[config.mk]
export PLATFORM = sky130hd
export DESIGN_NAME = sfbr_top
export DESIGN_NICKNAME = d
export VERILOG_FILES = /design/src/sfbr_pkg.sv /design/src/sfbr_flag_if.sv /design/src/sfbr_flags.sv /design/src/sfbr_baud.sv /design/src/sfbr_top.sv
export SDC_FILE = /design/constraint.sdc
export NUM_CORES = 1
export LEC_CHECK = 0
export BUFFER_PORTS_ARGS = -buffer_cell sky130_fd_sc_hd__buf_2
export CAP_MARGIN = 10
export CORE_MARGIN = 1
export CORE_UTILIZATION = 50
export CTS_BUF_LIST = sky130_fd_sc_hd__clkbuf_8
export DETAILED_ROUTE_END_ITERATION = 10
export MAX_ROUTING_LAYER = met4
export PLACE_DENSITY = 0.74
export SYNTH_ARGS = -nofsm -noshare
export SYNTH_HDL_FRONTEND = slang
export SYNTH_SLANG_ARGS = --single-unit
[constraint.sdc]
create_clock -name clk_sys -period 10.2 [get_ports clk_sys]
set_input_delay 1.02 -clock clk_sys [delete_from_list [all_inputs] [get_ports clk_sys]]
set_output_delay 1.02 -clock clk_sys [all_outputs]
set_load 0.02 [all_outputs]
[src/sfbr_pkg.sv]
// shared constants for the serial flags and rate divisor block
package sfbr_pkg;
    // ------------------------------------------------------------
    // register indices (byte address is four times the index)
    // ------------------------------------------------------------
    localparam logic [15:0] IDX_RATE_DIV0  = 16'hFED9;
    localparam logic [15:0] IDX_FLAGS0     = 16'hFEDC;
    localparam logic [15:0] IDX_RATE_DIV1  = 16'hFEF1;
    localparam logic [15:0] IDX_FLAGS1     = 16'hFEF4;
    localparam logic [15:0] IDX_CTRL0      = 16'hFF00;
    localparam logic [15:0] IDX_CTRL1      = 16'hFF01;
    localparam int          ADDR_W         = 18;
    localparam int          NUM_CH         = 2;

    // ------------------------------------------------------------
    // reset values
    // ------------------------------------------------------------
    localparam logic [7:0]  FLAGS_RESET    = 8'h87;
    localparam logic [7:0]  RATE_RESET     = 8'hFF;
    localparam logic [7:0]  CTRL_RESET     = 8'h00;
    localparam logic [2:0]  FLAGS_LOW_ONES = 3'h7;

    // ------------------------------------------------------------
    // field positions: flags word bits 7..3 map to flag vector 4..0
    // ------------------------------------------------------------
    localparam int F_TX_EMPTY = 4;
    localparam int F_RX_FULL  = 3;
    localparam int F_OVERRUN  = 2;
    localparam int F_FRAMING  = 1;
    localparam int F_PARITY   = 0;
    // control register fields
    localparam int C_TX_IRQ_EN = 7;
    localparam int C_RX_IRQ_EN = 6;
    localparam int C_TX_ON     = 5;
    localparam int C_SYNC      = 4;
    localparam int C_PAR_EN    = 3;
    localparam int C_PAR_ODD   = 2;
    localparam int C_PRESC_HI  = 1;
    localparam int C_PRESC_LO  = 0;

    // ------------------------------------------------------------
    // timing: one async bit spans one more than this many generator ticks
    // ------------------------------------------------------------
    localparam logic [5:0]  BIT_TICKS_M1   = 6'h3F;

    // prescaler terminal count for code n: 4**n - 1 (0, 3, 15, 63)
    function automatic logic [5:0] sfbr_presc_last(input logic [1:0] code);
        case (code)
            2'h0:    sfbr_presc_last = 6'h00;
            2'h1:    sfbr_presc_last = 6'h03;
            2'h2:    sfbr_presc_last = 6'h0F;
            default: sfbr_presc_last = 6'h3F;
        endcase
    endfunction : sfbr_presc_last
endpackage : sfbr_pkg

[src/sfbr_flag_if.sv]
// software access strobes and flag state passed between top and flag logic
`timescale 1ns/1ns
interface sfbr_flag_if;
    logic       rdStrobe;   // completed software read of the flags word
    logic [4:0] rdSeen;     // flag values that read returned
    logic       wrStrobe;   // completed software write of the flags word
    logic [4:0] wrData;     // written flag bits
    logic [4:0] flags;      // current flag state
    modport bus   (output rdStrobe, output rdSeen, output wrStrobe, output wrData, input flags);
    modport keeper (input rdStrobe, input rdSeen, input wrStrobe, input wrData, output flags);
endinterface : sfbr_flag_if

[src/sfbr_flags.sv]
// status flags of one channel with read-then-write-zero clearing
`timescale 1ns/1ns
module sfbr_flags
    import sfbr_pkg::*;
(
    input  wire logic       clk_sys,
    input  wire logic       rst,
    input  wire logic       standby,
    input  wire logic [7:0] ctrl,
    input  wire logic       txShiftLoad,
    input  wire logic       dtcWriteTx,
    input  wire logic       dtcReadRx,
    input  wire logic       rxDone,
    input  wire logic       rxStopBit,
    input  wire logic       rxParityBit,
    input  wire logic [7:0] rxData,
    sfbr_flag_if.keeper     sw
);
    logic [4:0] flags_r, flags_nxt;
    logic [4:0] armed_r, armed_nxt;
    logic [4:0] setEv, clrEv;
    logic       parBad;

    // ------------------------------------------------------------
    // next state: set events win over any clear in the same cycle
    // ------------------------------------------------------------
    always_comb begin
        parBad = ((^rxData) ^ rxParityBit) != ctrl[C_PAR_ODD];
        setEv  = 5'h00;
        clrEv  = 5'h00;
        setEv[F_TX_EMPTY] = txShiftLoad
                          | (~flags_r[F_TX_EMPTY] & ~ctrl[C_TX_ON]);
        // a completion while still full is an overrun and the new char is dropped
        setEv[F_OVERRUN]  = rxDone & flags_r[F_RX_FULL];
        setEv[F_FRAMING]  = rxDone & ~flags_r[F_RX_FULL] & ~rxStopBit;
        // only meaningful in async mode with parity on, never raised otherwise
        setEv[F_PARITY]   = rxDone & ~flags_r[F_RX_FULL] & ~ctrl[C_SYNC]
                          & ctrl[C_PAR_EN] & parBad;
        setEv[F_RX_FULL]  = rxDone & ~flags_r[F_RX_FULL] & rxStopBit
                          & ~setEv[F_PARITY];
        if (sw.wrStrobe) begin
            clrEv = armed_r & ~sw.wrData;
        end
        clrEv[F_TX_EMPTY] = clrEv[F_TX_EMPTY] | dtcWriteTx;
        clrEv[F_RX_FULL]  = clrEv[F_RX_FULL] | dtcReadRx;
        flags_nxt = (flags_r & ~clrEv) | setEv;
        // a flag is armed once read as 1; any write to the word disarms it
        armed_nxt = armed_r | (sw.rdStrobe ? sw.rdSeen : 5'h00);
        if (sw.wrStrobe) begin
            armed_nxt = 5'h00;
        end
        armed_nxt = armed_nxt & flags_nxt;
        if (standby) begin
            flags_nxt = FLAGS_RESET[7:3];
            armed_nxt = 5'h00;
        end
    end

    // ------------------------------------------------------------
    // registers
    // ------------------------------------------------------------
    always_ff @(posedge clk_sys or posedge rst) begin
        if (rst) begin
            flags_r <= FLAGS_RESET[7:3];
            armed_r <= 5'h00;
        end else begin
            flags_r <= flags_nxt;
            armed_r <= armed_nxt;
        end
    end

    assign sw.flags = flags_r;
endmodule : sfbr_flags

[src/sfbr_baud.sv]
// rate generator: prescaler then divisor counter, with bit tick
`timescale 1ns/1ns
module sfbr_baud
    import sfbr_pkg::*;
(
    input  wire logic       clk_sys,
    input  wire logic       rst,
    input  wire logic       standby,
    input  wire logic [1:0] prescSel,
    input  wire logic [7:0] divisor,
    output logic            baudTick,
    output logic            bitTick
);
    logic [5:0] presc_r, presc_nxt;
    logic [7:0] div_r, div_nxt;
    logic [5:0] bit_r, bit_nxt;
    logic       baud_r, baud_nxt, bitT_r, bitT_nxt;
    logic       prescEnd;

    // ------------------------------------------------------------
    // tick every 4**n * (N+1) clocks; bit tick every 64 of those
    // ------------------------------------------------------------
    always_comb begin
        prescEnd  = presc_r >= sfbr_presc_last(prescSel);
        presc_nxt = prescEnd ? 6'h00 : presc_r + 6'h01;
        div_nxt   = div_r;
        bit_nxt   = bit_r;
        baud_nxt  = 1'b0;
        bitT_nxt  = 1'b0;
        if (prescEnd) begin
            // >= so a divisor lowered mid-count cannot strand the counter
            if (div_r >= divisor) begin
                div_nxt  = 8'h00;
                baud_nxt = 1'b1;
                bit_nxt  = bit_r + 6'h01;
                bitT_nxt = bit_r == BIT_TICKS_M1;
            end else begin
                div_nxt = div_r + 8'h01;
            end
        end
        if (standby) begin
            presc_nxt = 6'h00;
            div_nxt   = 8'h00;
            bit_nxt   = 6'h00;
            baud_nxt  = 1'b0;
            bitT_nxt  = 1'b0;
        end
    end

    always_ff @(posedge clk_sys or posedge rst) begin
        if (rst) begin
            presc_r <= 6'h00;
            div_r   <= 8'h00;
            bit_r   <= 6'h00;
            baud_r  <= 1'b0;
            bitT_r  <= 1'b0;
        end else begin
            presc_r <= presc_nxt;
            div_r   <= div_nxt;
            bit_r   <= bit_nxt;
            baud_r  <= baud_nxt;
            bitT_r  <= bitT_nxt;
        end
    end

    assign baudTick = baud_r;
    assign bitTick  = bitT_r;
endmodule : sfbr_baud

[src/sfbr_top.sv]
// two-channel serial flags, rate divisors and apb slave
`timescale 1ns/1ns
module sfbr_top
    import sfbr_pkg::*;
(
    input  wire logic              clk_sys,
    input  wire logic              rst,
    input  wire logic              standby,
    input  wire logic              psel,
    input  wire logic              penable,
    input  wire logic              pwrite,
    input  wire logic [ADDR_W-1:0] paddr,
    input  wire logic [31:0]       pwdata,
    input  wire logic [3:0]        pstrb,
    output logic                   pready,
    output logic [31:0]            prdata,
    output logic                   pslverr,
    input  wire logic [1:0]        txShiftLoad,
    input  wire logic [1:0]        dtcWriteTx,
    input  wire logic [1:0]        dtcReadRx,
    input  wire logic [1:0]        rxDone,
    input  wire logic [1:0]        rxStopBit,
    input  wire logic [1:0]        rxParityBit,
    input  wire logic [15:0]       rxData,
    output logic [1:0]             txOn,
    output logic [1:0]             baudTick,
    output logic [1:0]             bitTick,
    output logic [1:0]             txEmptyIrq,
    output logic [1:0]             rxFullIrq,
    output logic [1:0]             rxErrorIrq
);
    sfbr_flag_if flagIf [NUM_CH] ();

    logic [7:0]  rate_r [NUM_CH];
    logic [7:0]  rate_nxt [NUM_CH];
    logic [7:0]  ctrl_r [NUM_CH];
    logic [7:0]  ctrl_nxt [NUM_CH];
    logic [4:0]  flagsNow [NUM_CH];
    logic        pready_r, pready_nxt;
    logic        pslverr_r, pslverr_nxt;
    logic [31:0] prdata_r, prdata_nxt;
    logic [1:0]  txIrq_r, txIrq_nxt;
    logic [1:0]  rxIrq_r, rxIrq_nxt;
    logic [1:0]  errIrq_r, errIrq_nxt;
    logic [1:0]  txOn_r, txOn_nxt;
    logic [15:0] wordIdx;
    logic        setupPh, doneWr, doneRd;
    logic [1:0]  selFlags, selRate, selCtrl;

    // ------------------------------------------------------------
    // address decode: word index is the byte address over four
    // ------------------------------------------------------------
    assign wordIdx  = paddr[ADDR_W-1:2];
    assign setupPh  = psel & ~penable;
    // a transfer completes at the edge where pready is sampled high
    assign doneWr   = psel & penable & pready_r & pwrite;
    assign doneRd   = psel & penable & pready_r & ~pwrite;
    assign selFlags = {wordIdx == IDX_FLAGS1,    wordIdx == IDX_FLAGS0};
    assign selRate  = {wordIdx == IDX_RATE_DIV1, wordIdx == IDX_RATE_DIV0};
    assign selCtrl  = {wordIdx == IDX_CTRL1,     wordIdx == IDX_CTRL0};

    // ------------------------------------------------------------
    // per-channel flag logic and rate generator
    // ------------------------------------------------------------
    for (genvar c = 0; c < NUM_CH; c++) begin : g_ch
        // only byte lane 0 carries the 8-bit registers
        assign flagIf[c].wrStrobe = doneWr & selFlags[c] & pstrb[0];
        assign flagIf[c].wrData   = pwdata[7:3];
        assign flagIf[c].rdStrobe = doneRd & selFlags[c] & ~pslverr_r;
        assign flagIf[c].rdSeen   = prdata_r[7:3];
        assign flagsNow[c]        = flagIf[c].flags;

        sfbr_flags u_flags (
            .clk_sys     (clk_sys),
            .rst         (rst),
            .standby     (standby),
            .ctrl        (ctrl_r[c]),
            .txShiftLoad (txShiftLoad[c]),
            .dtcWriteTx  (dtcWriteTx[c]),
            .dtcReadRx   (dtcReadRx[c]),
            .rxDone      (rxDone[c]),
            .rxStopBit   (rxStopBit[c]),
            .rxParityBit (rxParityBit[c]),
            .rxData      (rxData[c*8 +: 8]),
            .sw          (flagIf[c])
        );

        sfbr_baud u_baud (
            .clk_sys  (clk_sys),
            .rst      (rst),
            .standby  (standby),
            .prescSel ({ctrl_r[c][C_PRESC_HI], ctrl_r[c][C_PRESC_LO]}),
            .divisor  (rate_r[c]),
            .baudTick (baudTick[c]),
            .bitTick  (bitTick[c])
        );
    end

    // ------------------------------------------------------------
    // register writes and interrupt levels
    // ------------------------------------------------------------
    always_comb begin
        for (int c = 0; c < NUM_CH; c++) begin
            rate_nxt[c] = rate_r[c];
            ctrl_nxt[c] = ctrl_r[c];
            if (doneWr & pstrb[0] & selRate[c]) begin
                rate_nxt[c] = pwdata[7:0];
            end
            if (doneWr & pstrb[0] & selCtrl[c]) begin
                ctrl_nxt[c] = pwdata[7:0];
            end
            if (standby) begin
                rate_nxt[c] = RATE_RESET;
                ctrl_nxt[c] = CTRL_RESET;
            end
            // levels follow the flags one clock later, like all outputs
            txIrq_nxt[c]  = flagsNow[c][F_TX_EMPTY] & ctrl_r[c][C_TX_IRQ_EN];
            rxIrq_nxt[c]  = flagsNow[c][F_RX_FULL] & ctrl_r[c][C_RX_IRQ_EN];
            errIrq_nxt[c] = ctrl_r[c][C_RX_IRQ_EN]
                          & (flagsNow[c][F_OVERRUN] | flagsNow[c][F_FRAMING]
                          |  flagsNow[c][F_PARITY]);
            txOn_nxt[c]   = ctrl_r[c][C_TX_ON];
        end
    end

    // ------------------------------------------------------------
    // apb answer: data captured in setup, ready in access phase
    // ------------------------------------------------------------
    always_comb begin
        pready_nxt  = setupPh;
        pslverr_nxt = 1'b0;
        prdata_nxt  = prdata_r;
        if (setupPh) begin
            prdata_nxt  = 32'h0000_0000;
            pslverr_nxt = ~(|selFlags | |selRate | |selCtrl);
            for (int c = 0; c < NUM_CH; c++) begin
                if (selFlags[c]) begin
                    prdata_nxt[7:0] = {flagsNow[c], FLAGS_LOW_ONES};
                end
                if (selRate[c]) begin
                    prdata_nxt[7:0] = rate_r[c];
                end
                if (selCtrl[c]) begin
                    prdata_nxt[7:0] = ctrl_r[c];
                end
            end
        end
        // error stands only beside pready, never in the idle cycle after it
    end

    always_ff @(posedge clk_sys or posedge rst) begin
        if (rst) begin
            for (int c = 0; c < NUM_CH; c++) begin
                rate_r[c] <= RATE_RESET;
                ctrl_r[c] <= CTRL_RESET;
            end
            pready_r  <= 1'b0;
            pslverr_r <= 1'b0;
            prdata_r  <= 32'h0000_0000;
            txIrq_r   <= 2'h0;
            rxIrq_r   <= 2'h0;
            errIrq_r  <= 2'h0;
            txOn_r    <= 2'h0;
        end else begin
            for (int c = 0; c < NUM_CH; c++) begin
                rate_r[c] <= rate_nxt[c];
                ctrl_r[c] <= ctrl_nxt[c];
            end
            pready_r  <= pready_nxt;
            pslverr_r <= pslverr_nxt;
            prdata_r  <= prdata_nxt;
            txIrq_r   <= txIrq_nxt;
            rxIrq_r   <= rxIrq_nxt;
            errIrq_r  <= errIrq_nxt;
            txOn_r    <= txOn_nxt;
        end
    end

    assign pready     = pready_r;
    assign pslverr    = pslverr_r;
    assign prdata     = prdata_r;
    assign txEmptyIrq = txIrq_r;
    assign rxFullIrq  = rxIrq_r;
    assign rxErrorIrq = errIrq_r;
    assign txOn       = txOn_r;
endmodule : sfbr_top

==> results.md <==
* Status: finished clean
* Clock root buffer master: clkbuf_8
* Total Negative Setup Slacks at 0 ns
* Gr usage total at 25.54%
* NumNets Final at roughly 840
* Req. time, crit path at 10.57 ns
* CP endpoint kind: flip-flop
* I/O pin total at 134
* Sequential cell area at 2875 µm²
* Asr flop ratio synth at 100.0%
* PortBufs at 80
* EDFF count, synth at 0
* CP startpoint kind: input pin
* Worst r2r src: ctrl_r[9]$_DFFE_PP0P_
* RSZ-0062 raised after global routing: false
* Tot Pwr at roughly 0.00098 W
* Xor and xnor fraction of the mapped netlist area at 6.207%
* Vias in the first global route at 5049
* Largest net degree at the start of global routing at 85
* Die X at 114.9 µm
* Yosys warning count at 0
* Complex-gate fraction of the synthesized area at roughly 13%
* Antenna viol nets, final at 0
* Clk sinks at 114
* HPWL Detailed at 10850 µm
* DRC at 0
* Worst-Margin Slew at 1.110 ns
* Via density at 5.756
* Netlist cell types at 69
* Tcrit/Tclk final at 27.46%
* Maximum clock frequency at 0.3571 GHz
* Multi-input gate area at approximately 3100 µm²
* Synth top area cells: dfrtp_1 (38%), dfstp_2 (7.4%), ha_1 (5.9%)
* Total CTS buffers at 17
* Fin cells at roughly 900
* Hold_buf cts at 0
* Multiplexer area fraction after synthesis at less than 1%
* First-pass GRT wire length at 24920 µm
* Cell taking the most area after synthesis: dfrtp_1
* Die height at 114.9 µm
* Area of the mapped netlist at 6370 µm²
* HP Start: ctrl_r[13]$_DFFE_PP0P_
* Overflow after GRT at 0
* Top-area cell type share of the netlist area at 37.71%
* Seq/Total Area, Yosys at 45.14%
* Synth cell count leaders: dfrtp_1 (96), nand2_1 (60), nor2_1 (50)
* Worst vdd ir at 93.23 µV
* Initial Util at 52.16%
* ANT cells at 0
* DRT Wirelength at 15130 µm
* Fin. Hold Viols at 0
* Reg2Reg Depth at 8
* Hold depth at 0
* P_leak at roughly 3.4 nW
* CTS resizes at 0
* Bufs on Longest Clock Path at 2
* Slew Viols, Final at 0
* Clock Latency Late Sink at 0.45 ns
* Endpoints failing setup at 0
* Wire length per cell at around 17 µm
* Largest family of logic cells by synthesized area: simple AND/OR/NAND/NOR gates
* Capturing point of the worst reg2reg path: g_ch[0].u_baud.bit_r[4]$_DFFE_PP0P_
* Slew headroom at 25.58%
* Min cycle time layout at 2.800 ns
* Std-Cell Rows at 40
* Reg-to-reg slack, setup at between 7 and 8 ns
* # fillers at approximately 1100
* Layout cells sized above 1 at 20.19%
* Syn-to-layout area delta at 12.83%
* Clk pin slew, worst setup/hold paths at around 0.070 ns
* Hold WC Path Type: reg -> reg
* Synth Flop Type: dfrtp_1
* Post-synthesis simple-gate area fraction at 21.78%
* Post-Syn Instances at ~650
* Iteration-0 DRC Markers at 485
* Inst Count DP at 874
* Max-cap viol count at 0
* Layout Skew at 0.009845 ns
* FF+latch count, synth at 114
* Critical path data arrival time at 3.17 ns
* PD cells at 136.3 nW/µm²
* Via Count at 5215
* Critical path fanouts, max at 17
* Post-CTS Setup Repair Bufs at 0
* Hold Path End: txOn[0]$_DFF_PP0_
* CTS tree: yes
* Initial antenna violation count at 0
* Avg Inst Size Synth at 9.815 µm²
* Drt pass-1 iters at 5
* Setup CP Type: in -> reg
* Final Wtd Congestion at 0.9470
* Htree depth at 4
* Adder-cell area share of the yosys netlist at 5.893%
* Most numerous cell in the Yosys netlist: dfrtp_1
* Core area at 12210 µm²
* Die outline area at 13200 µm²
## cells by family after synthesis
kind of cell,count (synthesis)
AND/OR/NAND/NOR,256
AO/OA/AOI/OAI,119
flip-flops,114
buffers and inverters,83
XOR/XNOR,42
adder cells (fa/ha/maj),30
multiplexers,4
other,1
## per-layer routing
metal,track usage (%),vias up,share of wire [%]
met2,40.36,205,49
met3,6.009,34,6.8
met1,31.34,2551,42
met4,10.91,0,2.2
met5,-,-,0
li1,-,2425,-
## through the flow
step	util (%)	cell area, µm²	setup slack [ns]	hold slack, ns
global route	58.85	7187	7.224	0.4677
global placement	55.61	6792	7.026	0.4119
floorplan	-	6456	6.194	0.3946
CTS	58.85	7187	7.395	0.4386
finish	58.85	7187	7.400	0.4427
detailed placement	55.61	6792	6.983	0.4254
## flip-flops by register name, summed over array words and instances, names as in the netlist, 8 cells and up
register	count
ctrl_r	16
g_ch.u_baud.div_r	16
rate_r	16
g_ch.u_baud.bit_r	12
g_ch.u_baud.presc_r	12
g_ch.u_flags.armed_r	10
g_ch.u_flags.sw.flags	10
prdata	8
## power by group
group / internal (W) / leakage, nW / switching (W)
sequential: 0.000461 / 1.51 / 0.0000109
clock: 0.000243 / 0.226 / 0.000177
combinational: 0.0000315 / 1.69 / 0.0000564
total: 0.000735 / 3.42 / 0.000244
## worst max-delay path by stage
stage,startpoint,endpoint,slack (ns)
2_1_floorplan,rst,ctrl_r[0]$_DFFE_PP0P_,6.19
3_3_place_gp,paddr[6],prdata[3]$_DFFE_PP0P_,7.03
3_5_place_dp,paddr[6],prdata[3]$_DFFE_PP0P_,6.98
4_1_cts,ctrl_r[9]$_DFFE_PP0P_,g_ch[0].u_baud.bit_r[4]$_DFFE_PP0P_,7.40
5_1_grt,ctrl_r[9]$_DFFE_PP0P_,g_ch[0].u_baud.bit_r[4]$_DFFE_PP0P_,7.22
6_report,paddr[6],prdata[3]$_DFFE_PP0P_,7.40
## layout by cell type (no fill, tap or decap), types with 6 or more instances in the layout
master,synthesis,layout
dfrtp_1,96,96
buf_2,6,80
nand2_1,60,60
nor2_1,50,50
nand3_1,44,44
inv_1,33,38
a21oi_1,38,38
ha_1,30,30
xnor2_1,24,24
conb_1,1,24
clkbuf_8,0,22
dfstp_2,18,18
nor3_1,17,17
xor2_1,16,16
a222oi_1,12,12
nand3b_1,11,11
o211ai_1,10,10
a31oi_1,10,10
and3_1,9,9
nand2b_1,9,9
nand4_1,9,9
o21ai_0,8,8
nor4_1,8,8
and2_1,7,7
a211oi_1,6,6
## critical path: stages
cell and delay, ns:
buf_2 0.10, nor4b_1 0.29, nand3b_1 0.25, nor3_2 0.94, a222oi_1 0.34, a31oi_1 0.22
## final cells by class
cell class	count	area share [%]
repair buffers	84	5.989
clock buffers	22	4.213
inverters	33	1.758
multi-input cells	475	43.82
flip-flops and latches	114	40.01
well taps	168	2.925
clock inverters	10	1.288
No activity file was read; power rests on OpenSTA's default activity.
